$ cat config.mk
export PLATFORM = sky130hd
export DESIGN_NAME = svs_sequencer
export DESIGN_NICKNAME = d
export VERILOG_FILES = /design/src/shared/svs_pkg.sv /design/src/hw/svs_sequencer.sv
export SDC_FILE = /design/constraint.sdc
export NUM_CORES = 2
export LEC_CHECK = 0
export ABC_AREA = 0
export BUFFER_PORTS_ARGS = -buffer_cell sky130_fd_sc_hd__buf_4
export CELL_PAD_IN_SITES_DETAIL_PLACEMENT = 0
export CELL_PAD_IN_SITES_GLOBAL_PLACEMENT = 1
export CORE_ASPECT_RATIO = 2
export CORE_MARGIN = 8
export CORE_UTILIZATION = 40
export CTS_CLUSTER_DIAMETER = 150
export DETAILED_ROUTE_END_ITERATION = 8
export PLACE_DENSITY = 0.76
export SYNTH_ARGS = -nofsm -noshare
export SYNTH_HDL_FRONTEND = slang
export SYNTH_SLANG_ARGS = --single-unit
$ cat constraint.sdc
create_clock -name ref_clk -period 8 [get_ports ref_clk]
set_clock_uncertainty 0.2 [all_clocks]
set_input_delay 1.6 -clock ref_clk [delete_from_list [all_inputs] [get_ports ref_clk]]
set_output_delay 1.6 -clock ref_clk [all_outputs]
set_load 0.02 [all_outputs]
$ cat src/shared/svs_pkg.sv
package svs_pkg;
  // ==========================================
  // Channels, depth, modules
  localparam int CHANS       = 48;
  localparam int HALF_CHANS  = 24;
  localparam int ADDR_W      = 24;        // 16M vectors in half mode
  localparam int FULL_ADDR_W = 23;        // 8M vectors in full mode
  localparam int MAX_MODULES = 5;
  localparam int CHAIN_BITS  = MAX_MODULES * CHANS;
  localparam int FIFO_DEPTH  = 16;
  // ==========================================
  // Fields of a vector
  localparam int NUM_FIELDS  = 3;
  localparam int FW_W        = 6;
  localparam int MAX_FIELD_W = 32;
  localparam int SUM_W       = 8;
  // ==========================================
  // Clocking
  localparam int REF_MHZ      = 10;       // ref_clk rate
  localparam int CLK_NS       = 100;
  localparam int GEN_W        = 9;
  localparam int ACC_W        = 10;
  localparam int GEN_MIN_MHZ  = 1;
  localparam int FULL_MAX_MHZ = 180;
  localparam int HALF_MAX_MHZ = 300;
  localparam int STROBE_MAX_NS = 8;
  localparam int STROBE_CYC_RAW = STROBE_MAX_NS / CLK_NS;
  localparam int STROBE_CYC = (STROBE_CYC_RAW < 1) ? 1 : STROBE_CYC_RAW;
  // ==========================================
  // Wait conditions
  localparam int PAT_W    = 3;
  localparam int NUM_PAT  = 8;
  localparam int NUM_COND = 4;
  localparam logic [2:0] COND_EVENT = 3'h4;

  typedef enum logic [1:0] {
    OP_VEC  = 2'b00,
    OP_WAIT = 2'b01,
    OP_ARM  = 2'b10
  } svs_op_e;

  typedef enum logic [1:0] {
    CLK_INT   = 2'b00,
    CLK_EXT   = 2'b01,
    CLK_CHAIN = 2'b10
  } svs_clk_e;

  typedef struct packed {
    svs_op_e            op;
    logic [2:0]         cond;
    logic [CHANS-1:0]   data;
  } svs_word_s;

  typedef struct packed {
    svs_clk_e                             clk_src;
    logic                                 half_mode;
    logic                                 repeat_mode;
    logic                                 strobe_dly;
    logic [GEN_W-1:0]                     gen_mhz;
    logic [NUM_FIELDS-1:0][FW_W-1:0]      fld_width;
    logic [NUM_COND-1:0][NUM_PAT-1:0]     cond_mask;
    logic [ADDR_W-1:0]                    init_first;
    logic [ADDR_W-1:0]                    main_first;
    logic [ADDR_W-1:0]                    main_last;
  } svs_cfg_s;
endpackage : svs_pkg

$ cat src/hw/svs_sequencer.sv
// Behaviour
// - each stored vector appears on the channels at an output clock edge.
// - vector built of fields, each one to 32 bits wide.
// - 48 channels in full mode, 24 in half mode.
// - vector rate capped at 180 MHz full, 300 MHz half.
// - depth 8M vectors full, 16M vectors half.
// - up to five modules share one master time base.
// - each module may instead run on its own clock.
// - clock source is internal generator or external pod clock.
// - internal generator set from 1 to 300 MHz; it ticks every ceil(10/gen_mhz) ref_clk cycles, so at most 10 MHz.
// - strobe follows the vectors with a delay of at most 8 ns; here it lags by one 100 ns ref_clk cycle.
// - repeat mode emits init block once, then loops main sequence.
// - arm instruction raises an event on the intermodule bus.
// - 3-bit pod pattern is level sensed, tested by a wait on conditions 0 to 3.
// - four wait conditions, each an OR of chosen 3-bit patterns.
// - a wait may instead be met by an intermodule bus event.
// - while a wait is false, vector output stalls.
`timescale 1ns/10ps
`default_nettype none

// ==========================================
// Word buffer between vector store and sequencer
module svs_fifo #(
  parameter int WIDTH = 8,
  parameter int DEPTH = 16
) (
  input  wire logic             clk,
  input  wire logic             reset,
  input  wire logic             in_valid,
  output logic                  in_ready,
  input  wire logic [WIDTH-1:0] in_data,
  output logic                  out_valid,
  input  wire logic             out_ready,
  output logic      [WIDTH-1:0] out_data
);
  localparam int PW = $clog2(DEPTH);
  typedef struct packed {
    logic [DEPTH-1:0][WIDTH-1:0] mem;
    logic [PW-1:0]               wp;
    logic [PW-1:0]               rp;
    logic [PW:0]                 cnt;
  } svs_fifo_st_s;
  svs_fifo_st_s s_q, s_d;
  logic push, pop;

  // Full and empty come straight from the count
  assign in_ready  = (s_q.cnt != (PW+1)'(DEPTH));
  assign out_valid = (s_q.cnt != '0);
  assign out_data  = s_q.mem[s_q.rp];
  assign push      = in_valid & in_ready;
  assign pop       = out_valid & out_ready;

  always_comb begin
    s_d = s_q;
    if (push) begin
      s_d.mem[s_q.wp] = in_data;
      s_d.wp = s_q.wp + PW'(1);
    end
    if (pop) begin
      s_d.rp = s_q.rp + PW'(1);
    end
    s_d.cnt = s_q.cnt + (PW+1)'(push) - (PW+1)'(pop);
  end

  always_ff @(posedge clk) begin
    if (reset) begin
      s_q <= '0;
    end else begin
      s_q <= s_d;
    end
  end
endmodule : svs_fifo

// ==========================================
// Vector sequencer
module svs_sequencer (
  input  wire logic                    ref_clk,
  input  wire logic                    reset,
  input  wire svs_pkg::svs_cfg_s       cfg,
  input  wire logic                    start,
  input  wire logic                    ext_clk_pin,
  input  wire logic [2:0]              pattern_pins,
  input  wire logic                    intermodule_event_bus,
  input  wire logic                    chain_tick_in,
  output logic                         fetch_valid,
  output logic [23:0]                  fetch_addr,
  input  wire logic                    fetch_ready,
  input  wire logic                    word_valid,
  input  wire svs_pkg::svs_word_s      word_in,
  output logic                         word_ready,
  output logic [47:0]                  chan_out,
  output logic                         vec_clk_out,
  output logic                         strobe_out,
  output logic                         tick_out,
  output logic                         arm_peer_modules,
  output logic                         busy,
  output logic                         waiting,
  output logic                         underrun
);
  import svs_pkg::*;

  typedef enum logic [1:0] {
    ST_IDLE = 2'b00,
    ST_RUN  = 2'b01,
    ST_WAIT = 2'b10,
    ST_DONE = 2'b11
  } svs_state_e;

  typedef struct packed {
    svs_state_e          st;
    logic [ACC_W-1:0]    acc;
    logic                f_on;
    logic                f_main;
    logic [ADDR_W-1:0]   f_addr;
    logic                c_main;
    logic [ADDR_W-1:0]   c_addr;
    logic [CHANS-1:0]    vec;
    logic                vclk;
    logic [STROBE_CYC-1:0] strb;
    logic                arm;
    logic                urun;
    logic [2:0]          ext_sync;
    logic [PAT_W-1:0]    pat_s1;
    logic [PAT_W-1:0]    pat_s2;
  } svs_st_s;

  svs_st_s   q, d;
  svs_word_s fw;
  logic      fw_valid, fw_pop;
  logic      tick, gen_tick, ext_tick, cond_ok, last_c;
  logic [GEN_W-1:0] mhz, mhz_max;
  logic [CHANS-1:0] chan_mask, live_mask;
  logic [SUM_W-1:0] fld_sum;

  // Prefetch buffer; a stalled sequencer backs up into the store
  svs_fifo #(.WIDTH($bits(svs_word_s)), .DEPTH(FIFO_DEPTH)) u_fifo (
    .clk       (ref_clk),
    .reset     (reset),
    .in_valid  (word_valid),
    .in_ready  (word_ready),
    .in_data   (word_in),
    .out_valid (fw_valid),
    .out_ready (fw_pop),
    .out_data  (fw)
  );

  // Address step; full mode folds the top bit to keep 8M depth
  function automatic logic [ADDR_W-1:0] wrap_addr(
    input logic [ADDR_W-1:0] a,
    input logic              half
  );
    logic [ADDR_W-1:0] r;
    r = a;
    if (!half) begin
      r[ADDR_W-1] = 1'b0;
    end
    return r;
  endfunction : wrap_addr

  // Generator rate clamp; rate cannot pass what the mode allows
  always_comb begin
    mhz_max = cfg.half_mode ? GEN_W'(HALF_MAX_MHZ) : GEN_W'(FULL_MAX_MHZ);
    mhz = cfg.gen_mhz;
    if (mhz < GEN_W'(GEN_MIN_MHZ)) begin
      mhz = GEN_W'(GEN_MIN_MHZ);
    end
    if (mhz > mhz_max) begin
      mhz = mhz_max;
    end
  end

  // Generator tick; above ref rate it saturates to every cycle
  assign gen_tick = ((q.acc + ACC_W'(mhz)) >= ACC_W'(REF_MHZ));
  // Edge seen only on the second and third stages
  assign ext_tick = q.ext_sync[1] & ~q.ext_sync[2];

  always_comb begin
    unique case (cfg.clk_src)
      CLK_INT:   tick = gen_tick;
      CLK_EXT:   tick = ext_tick;
      CLK_CHAIN: tick = chain_tick_in;
      default:   tick = 1'b0;
    endcase
  end

  // pattern conditions as OR of patterns
  always_comb begin
    if (fw.cond == COND_EVENT) begin
      cond_ok = intermodule_event_bus;
    end else if (fw.cond < 3'(NUM_COND)) begin
      cond_ok = cfg.cond_mask[fw.cond[1:0]][q.pat_s2];
    end else begin
      cond_ok = 1'b0;
    end
  end

  // field widths summed into the live channel count
  always_comb begin
    fld_sum = '0;
    for (int k = 0; k < NUM_FIELDS; k++) begin
      if (cfg.fld_width[k] > FW_W'(MAX_FIELD_W)) begin
        fld_sum = fld_sum + SUM_W'(MAX_FIELD_W);
      end else begin
        fld_sum = fld_sum + SUM_W'(cfg.fld_width[k]);
      end
    end
  end

  // channels per mode, one mask bit per channel
  for (genvar i = 0; i < CHANS; i++) begin : g_mask
    assign chan_mask[i] = (SUM_W'(i) < fld_sum) &&
                          (cfg.half_mode ? (i < HALF_CHANS) : 1'b1);
  end
  assign live_mask = chan_mask;

  assign last_c = q.c_main && (q.c_addr == cfg.main_last);
  assign fw_pop = tick && fw_valid && (q.st == ST_RUN || q.st == ST_WAIT)
                  && (fw.op != OP_WAIT || cond_ok);

  // Next state of the whole sequencer
  always_comb begin
    d = q;
    d.vclk = 1'b0;
    d.arm  = 1'b0;
    d.strb = q.strb >> 1;
    d.strb[STROBE_CYC-1] = q.vclk & cfg.strobe_dly;
    d.ext_sync = {q.ext_sync[1:0], ext_clk_pin};
    d.pat_s1 = pattern_pins;
    d.pat_s2 = q.pat_s1;
    if (cfg.clk_src == CLK_INT) begin
      d.acc = gen_tick ? '0 : q.acc + ACC_W'(mhz);
    end
    // Fetch side runs ahead of consumption on the same address walk
    if (fetch_valid && fetch_ready) begin
      if (q.f_addr == cfg.main_last && q.f_main) begin
        d.f_addr = cfg.main_first;
        d.f_on   = cfg.repeat_mode;
      end else begin
        d.f_addr = wrap_addr(q.f_addr + ADDR_W'(1), cfg.half_mode);
        if (wrap_addr(q.f_addr + ADDR_W'(1), cfg.half_mode)
            == cfg.main_first) begin
          d.f_main = 1'b1;
        end
      end
    end
    unique case (q.st)
      ST_IDLE, ST_DONE: begin
        if (start) begin
          d.st     = ST_RUN;
          d.f_on   = 1'b1;
          // Start address folded too; the reload of main_first is not, so full mode can still show bit 23
          d.f_addr = wrap_addr(cfg.init_first, cfg.half_mode);
          d.c_addr = wrap_addr(cfg.init_first, cfg.half_mode);
          d.f_main = (cfg.init_first == cfg.main_first);
          d.c_main = (cfg.init_first == cfg.main_first);
          d.urun   = 1'b0;
        end
      end
      ST_RUN, ST_WAIT: begin
        if (tick && !fw_valid) begin
          d.urun = 1'b1;
        end
        if (tick && fw_valid && fw.op == OP_WAIT && !cond_ok) begin
          d.st = ST_WAIT;
        end
        if (fw_pop) begin
          d.st = ST_RUN;
          if (fw.op == OP_VEC) begin
            d.vec  = fw.data & live_mask;
            d.vclk = 1'b1;
          end
          if (fw.op == OP_ARM) begin
            d.arm = 1'b1;
          end
          if (last_c) begin
            d.c_addr = cfg.main_first;
            // single run stops, last vector held
            if (!cfg.repeat_mode) begin
              d.st = ST_DONE;
            end
          end else begin
            d.c_addr = wrap_addr(q.c_addr + ADDR_W'(1), cfg.half_mode);
            if (wrap_addr(q.c_addr + ADDR_W'(1), cfg.half_mode)
                == cfg.main_first) begin
              d.c_main = 1'b1;
            end
          end
        end
      end
    endcase
  end

  always_ff @(posedge ref_clk) begin
    if (reset) begin
      q <= '0;
    end else begin
      q <= d;
    end
  end

  // Outputs from flops except tick_out, which passes tick through; strobe undelayed when the delay is off
  assign fetch_valid      = q.f_on && (q.st == ST_RUN || q.st == ST_WAIT);
  assign fetch_addr       = q.f_addr;
  assign chan_out         = q.vec;
  assign vec_clk_out      = q.vclk;
  assign strobe_out       = cfg.strobe_dly ? q.strb[0] : q.vclk;
  assign tick_out         = tick;
  assign arm_peer_modules = q.arm;
  assign busy             = (q.st == ST_RUN || q.st == ST_WAIT);
  assign waiting          = (q.st == ST_WAIT);
  assign underrun         = q.urun;

  // ==========================================
  // Checks
  a_vec_on_tick: assert property (@(posedge ref_clk) disable iff (reset)
    $changed(chan_out) |-> $past(tick) && $past(fw.op == OP_VEC))
    else $error("vector changed without an output clock");

  a_half_upper_zero: assert property (@(posedge ref_clk) disable iff (reset)
    cfg.half_mode && $past(cfg.half_mode) && vec_clk_out
      |-> chan_out[CHANS-1:HALF_CHANS] == '0)
    else $error("upper channels driven in half mode");

  a_wait_holds: assert property (@(posedge ref_clk) disable iff (reset)
    waiting && !cond_ok ##1 waiting |-> $stable(chan_out) && !vec_clk_out)
    else $error("vector advanced during a false wait");

  a_arm_pulse: assert property (@(posedge ref_clk) disable iff (reset)
    $past(fw_pop) && $past(fw.op == OP_ARM) |-> arm_peer_modules ##1
      !arm_peer_modules || $past(fw_pop))
    else $error("arm event not raised for one cycle");

  a_strobe_delay: assert property (@(posedge ref_clk) disable iff (reset)
    vec_clk_out && cfg.strobe_dly ##1 cfg.strobe_dly |-> strobe_out)
    else $error("strobe not one cycle after vector");

  a_init_once: assert property (@(posedge ref_clk) disable iff (reset)
    q.c_main && busy && !$rose(busy) |=> q.c_main || !busy)
    else $error("init block replayed during a run");

  a_done_holds: assert property (@(posedge ref_clk) disable iff (reset)
    q.st == ST_DONE && !start |=> $stable(chan_out) && !busy)
    else $error("outputs moved after single run ended");

  a_wait_cond: assert property (@(posedge ref_clk) disable iff (reset)
    tick && fw_valid && busy && fw.op == OP_WAIT && !cond_ok
      |-> !fw_pop ##1 waiting)
    else $error("false wait condition consumed");
endmodule : svs_sequencer

`default_nettype wire

==> impl_metrics.ini <==
[timing]
worst_slack_ps = 413
period_needed_ps = 7590
finalSetupViolCount = 0
worst_hold_slack_ps = 238
relSlewSlack = 0.118
worst_pin_slew_ps = 1320
hold_viol = 0
final.setup.tns_ps = 0
maxSlewViolCount = 0
period_share = 0.948
rsz0062_at_grt = no
fmax_mhz = 132

[setup_path]
critical_path.slowest_cell = o31ai_1
critPathMaxStageDelay_ps = 860
startpoint_type = input port
path_delay_family = compound AO/OA/AOI/OAI gates
critPathMaxFanout = 12
crit_required_ps = 6200
crit_chain = buf_4, inv_1, buf_4, ha_1, nand4_1, o31ai_1, o21ai_0, ha_1, or4_1, a211oi_1, o211ai_1, a221o_1, buf_4, o21a_1, buf_4
critPathMostFrequentCell = buf_4
worstSetupEndpointType = primary output
path_class = input port to primary output
crit_buf_inv = 5
cp.arrival_ps = 5790
r2r_setup_slack_ps = 2330

[die]
start_util = 0.401
rows = 178
dieHeight_microns = 501
ios = 281
die_width_microns = 258
die-area_sq_um = 129000
core_area_sq_um = 117000

[grt]
grt_pass1_vias = 40128
grt_pass1_wl_microns = 259000
grt_max_degree = 232
grt_overflow = 0
antenna_found_initial = 13
grt_use_total = 0.262

[yosys]
ys_seq_area_frac = 0.419
synth_warnings = 0
synth.most_common_cell = nand2_1
ys_ff_latch = 985
syn_nets = 5937
netlist_top_cells_count = 1850 x nand2_1, 985 x dfxtp_1, 945 x a21oi_1
syn_area_sq_um = 47000
synth_top_cell_by_area = dfxtp_1
synth_edf_count = 0
synth_cells = 5693
ys_types = 81
async_flop_share = 0
syn_area_per_cell_sq_um = 8.26
synth_top_area_share = 0.419
dominantRegCellSynth = dfxtp_1
synth_area_leaders = dfxtp_1 42%, nand2_1 15%, mux4_2 11%, a21oi_1 10%, clkbuf_1 3.9%

[placed_design]
place_inst = 6948
placedInstanceArea_sq_um = 49200
place.gp.congestion = 0.923
place_ws_ps = 413
dp_hpwl_microns = 106000
io_buffer_count = 280

[routing]
via_count = 41858
drt_iter0_drc = 4457
wl_per_cell_microns = 24.8
route.detailed.drc = 0
ant_nets = 0
vias_per_cell = 5.87
routed_wl_microns = 177000
dr.pass1.iters = 6

[pwr]
power.share.switching = 0.318
combPwrFrac = 0.219
seqPwrFrac = 0.408
irDropWorstVdd_mv = 0.180
switchingPower_mw = 4.21
pwr-share-clk = 0.374
intPower_mw = 9.04
p_per_area_nw_per_um2 = 251
leakage_nw = 17.4

[run]
maxCapViolCount = 0

[final_layout]
nets = 5759
area_delta_synth_final_pct = 12.0
drive_gt1_frac = 0.144
fin_area_sq_um = 52700
fillCellCount = 11330
ff_latch_area_sq_um = 19700
stdcell_count = 7128
multi_input_area_sq_um = 24700

[outcome]
status = completed

[clocking]
cts_buffers = 95
clk_pin_slew_worst_paths_ps = 70
cts_tree = yes
clk_latency_ps = 710
holdBufCountCts = 0
htree_levels = 3
post_cts_buffers = 0
cts_resized = 0
clockBufferDepth = 3
cts_root_buf = clkbuf_16
cts.sinks = 985

[min_path]
min_path_type = flop to flop
==> registers in the layout (all words and copies together), names as in the netlist <==
name,count
arm_peer_modules,1
chan_out,48
d,5
fetch_addr,24
q,44
u_fifo.s_q,861
underrun,1
vec_clk_out,1
==> power by group through the flow <==
stage	Combinational, mW	Clock, mW	Sequential (mW)
floorplan	2.14	0	5.32
global placement	2.85	0	5.50
detailed placement	2.88	0	5.50
CTS	2.89	5.02	5.39
global route	3.10	5.20	5.42
finish	2.90	4.95	5.40
==> metrics by stage <==
step,total power [mW],util
after floorplan,7.46,-
after global placement,8.35,0.420
after detailed placement,8.39,0.420
after CTS,13.3,0.450
after global routing,13.7,0.450
final,13.2,0.450
==> final cells by class <==
| class | count | share of cell area |
|---|---|---|
| Timing Repair Buffer | 353 | 0.0516 |
| Antenna cell | 3 | 0.000143 |
| Clock inverter | 47 | 0.0131 |
| Multi-Input combinational cell | 4036 | 0.469 |
| Tap cell | 1530 | 0.0363 |
| Clock buffer | 130 | 0.0519 |
| Sequential cell | 985 | 0.375 |
| Inverter | 44 | 0.00314 |
==> cell families (layout without fill, tap and decap cells) <==
family	count (synthesis)	after routing	share of synthesized area
xor+xnor	172	172	0.0350
mux	315	315	0.127
flops	985	985	0.419
compound gates	1235	1235	0.147
other cells	0	3	0
simple gates	2270	2270	0.197
buf+inv	672	574	0.0616
fa+ha+maj	44	44	0.0123
==> layer usage <==
layer	part of all wire	track usage	vias up	wire length, microns
li1	-	-	18941	-
met1	0.39	0.325	20429	68200
met2	0.47	0.425	2026	82800
met3	0.093	0.0563	448	16400
met4	0.051	0.132	14	9000
met5	0.00057	0	-	100
==> final timing paths <==
| path | start | to | depth (start not counted) |
|---|---|---|---|
| worst min register to register | d[2] | q[2] | 1 |
| worst max register to register | u_fifo.s_q[7] | u_fifo.s_q[4] | 20 |
| worst min-delay path | d[2] | q[2] | 1 |
| worst max-delay path | cfg[133] | tick_out | 15 |
==> layout by cell type (no fill, tap or decap), types with 16 or more instances in the layout <==
master	count
dfxtp_1	981
nor2b_1	41
xor2_1	71
nor3_1	30
clkbuf_8	18
a32o_1	19
nor2_1	90
nand4_1	60
nand3_1	54
o221ai_1	31
inv_1	43
a22oi_1	16
o211ai_1	35
clkbuf_16	97
ha_1	40
o21ai_0	76
mux4_2	226
a21oi_1	944
mux2i_1	79
a221oi_1	27
xnor2_1	91
nor4_1	28
clkinv_2	16
buf_4	347
nand2_1	1850
No activity file was read; power rests on OpenSTA's default activity.
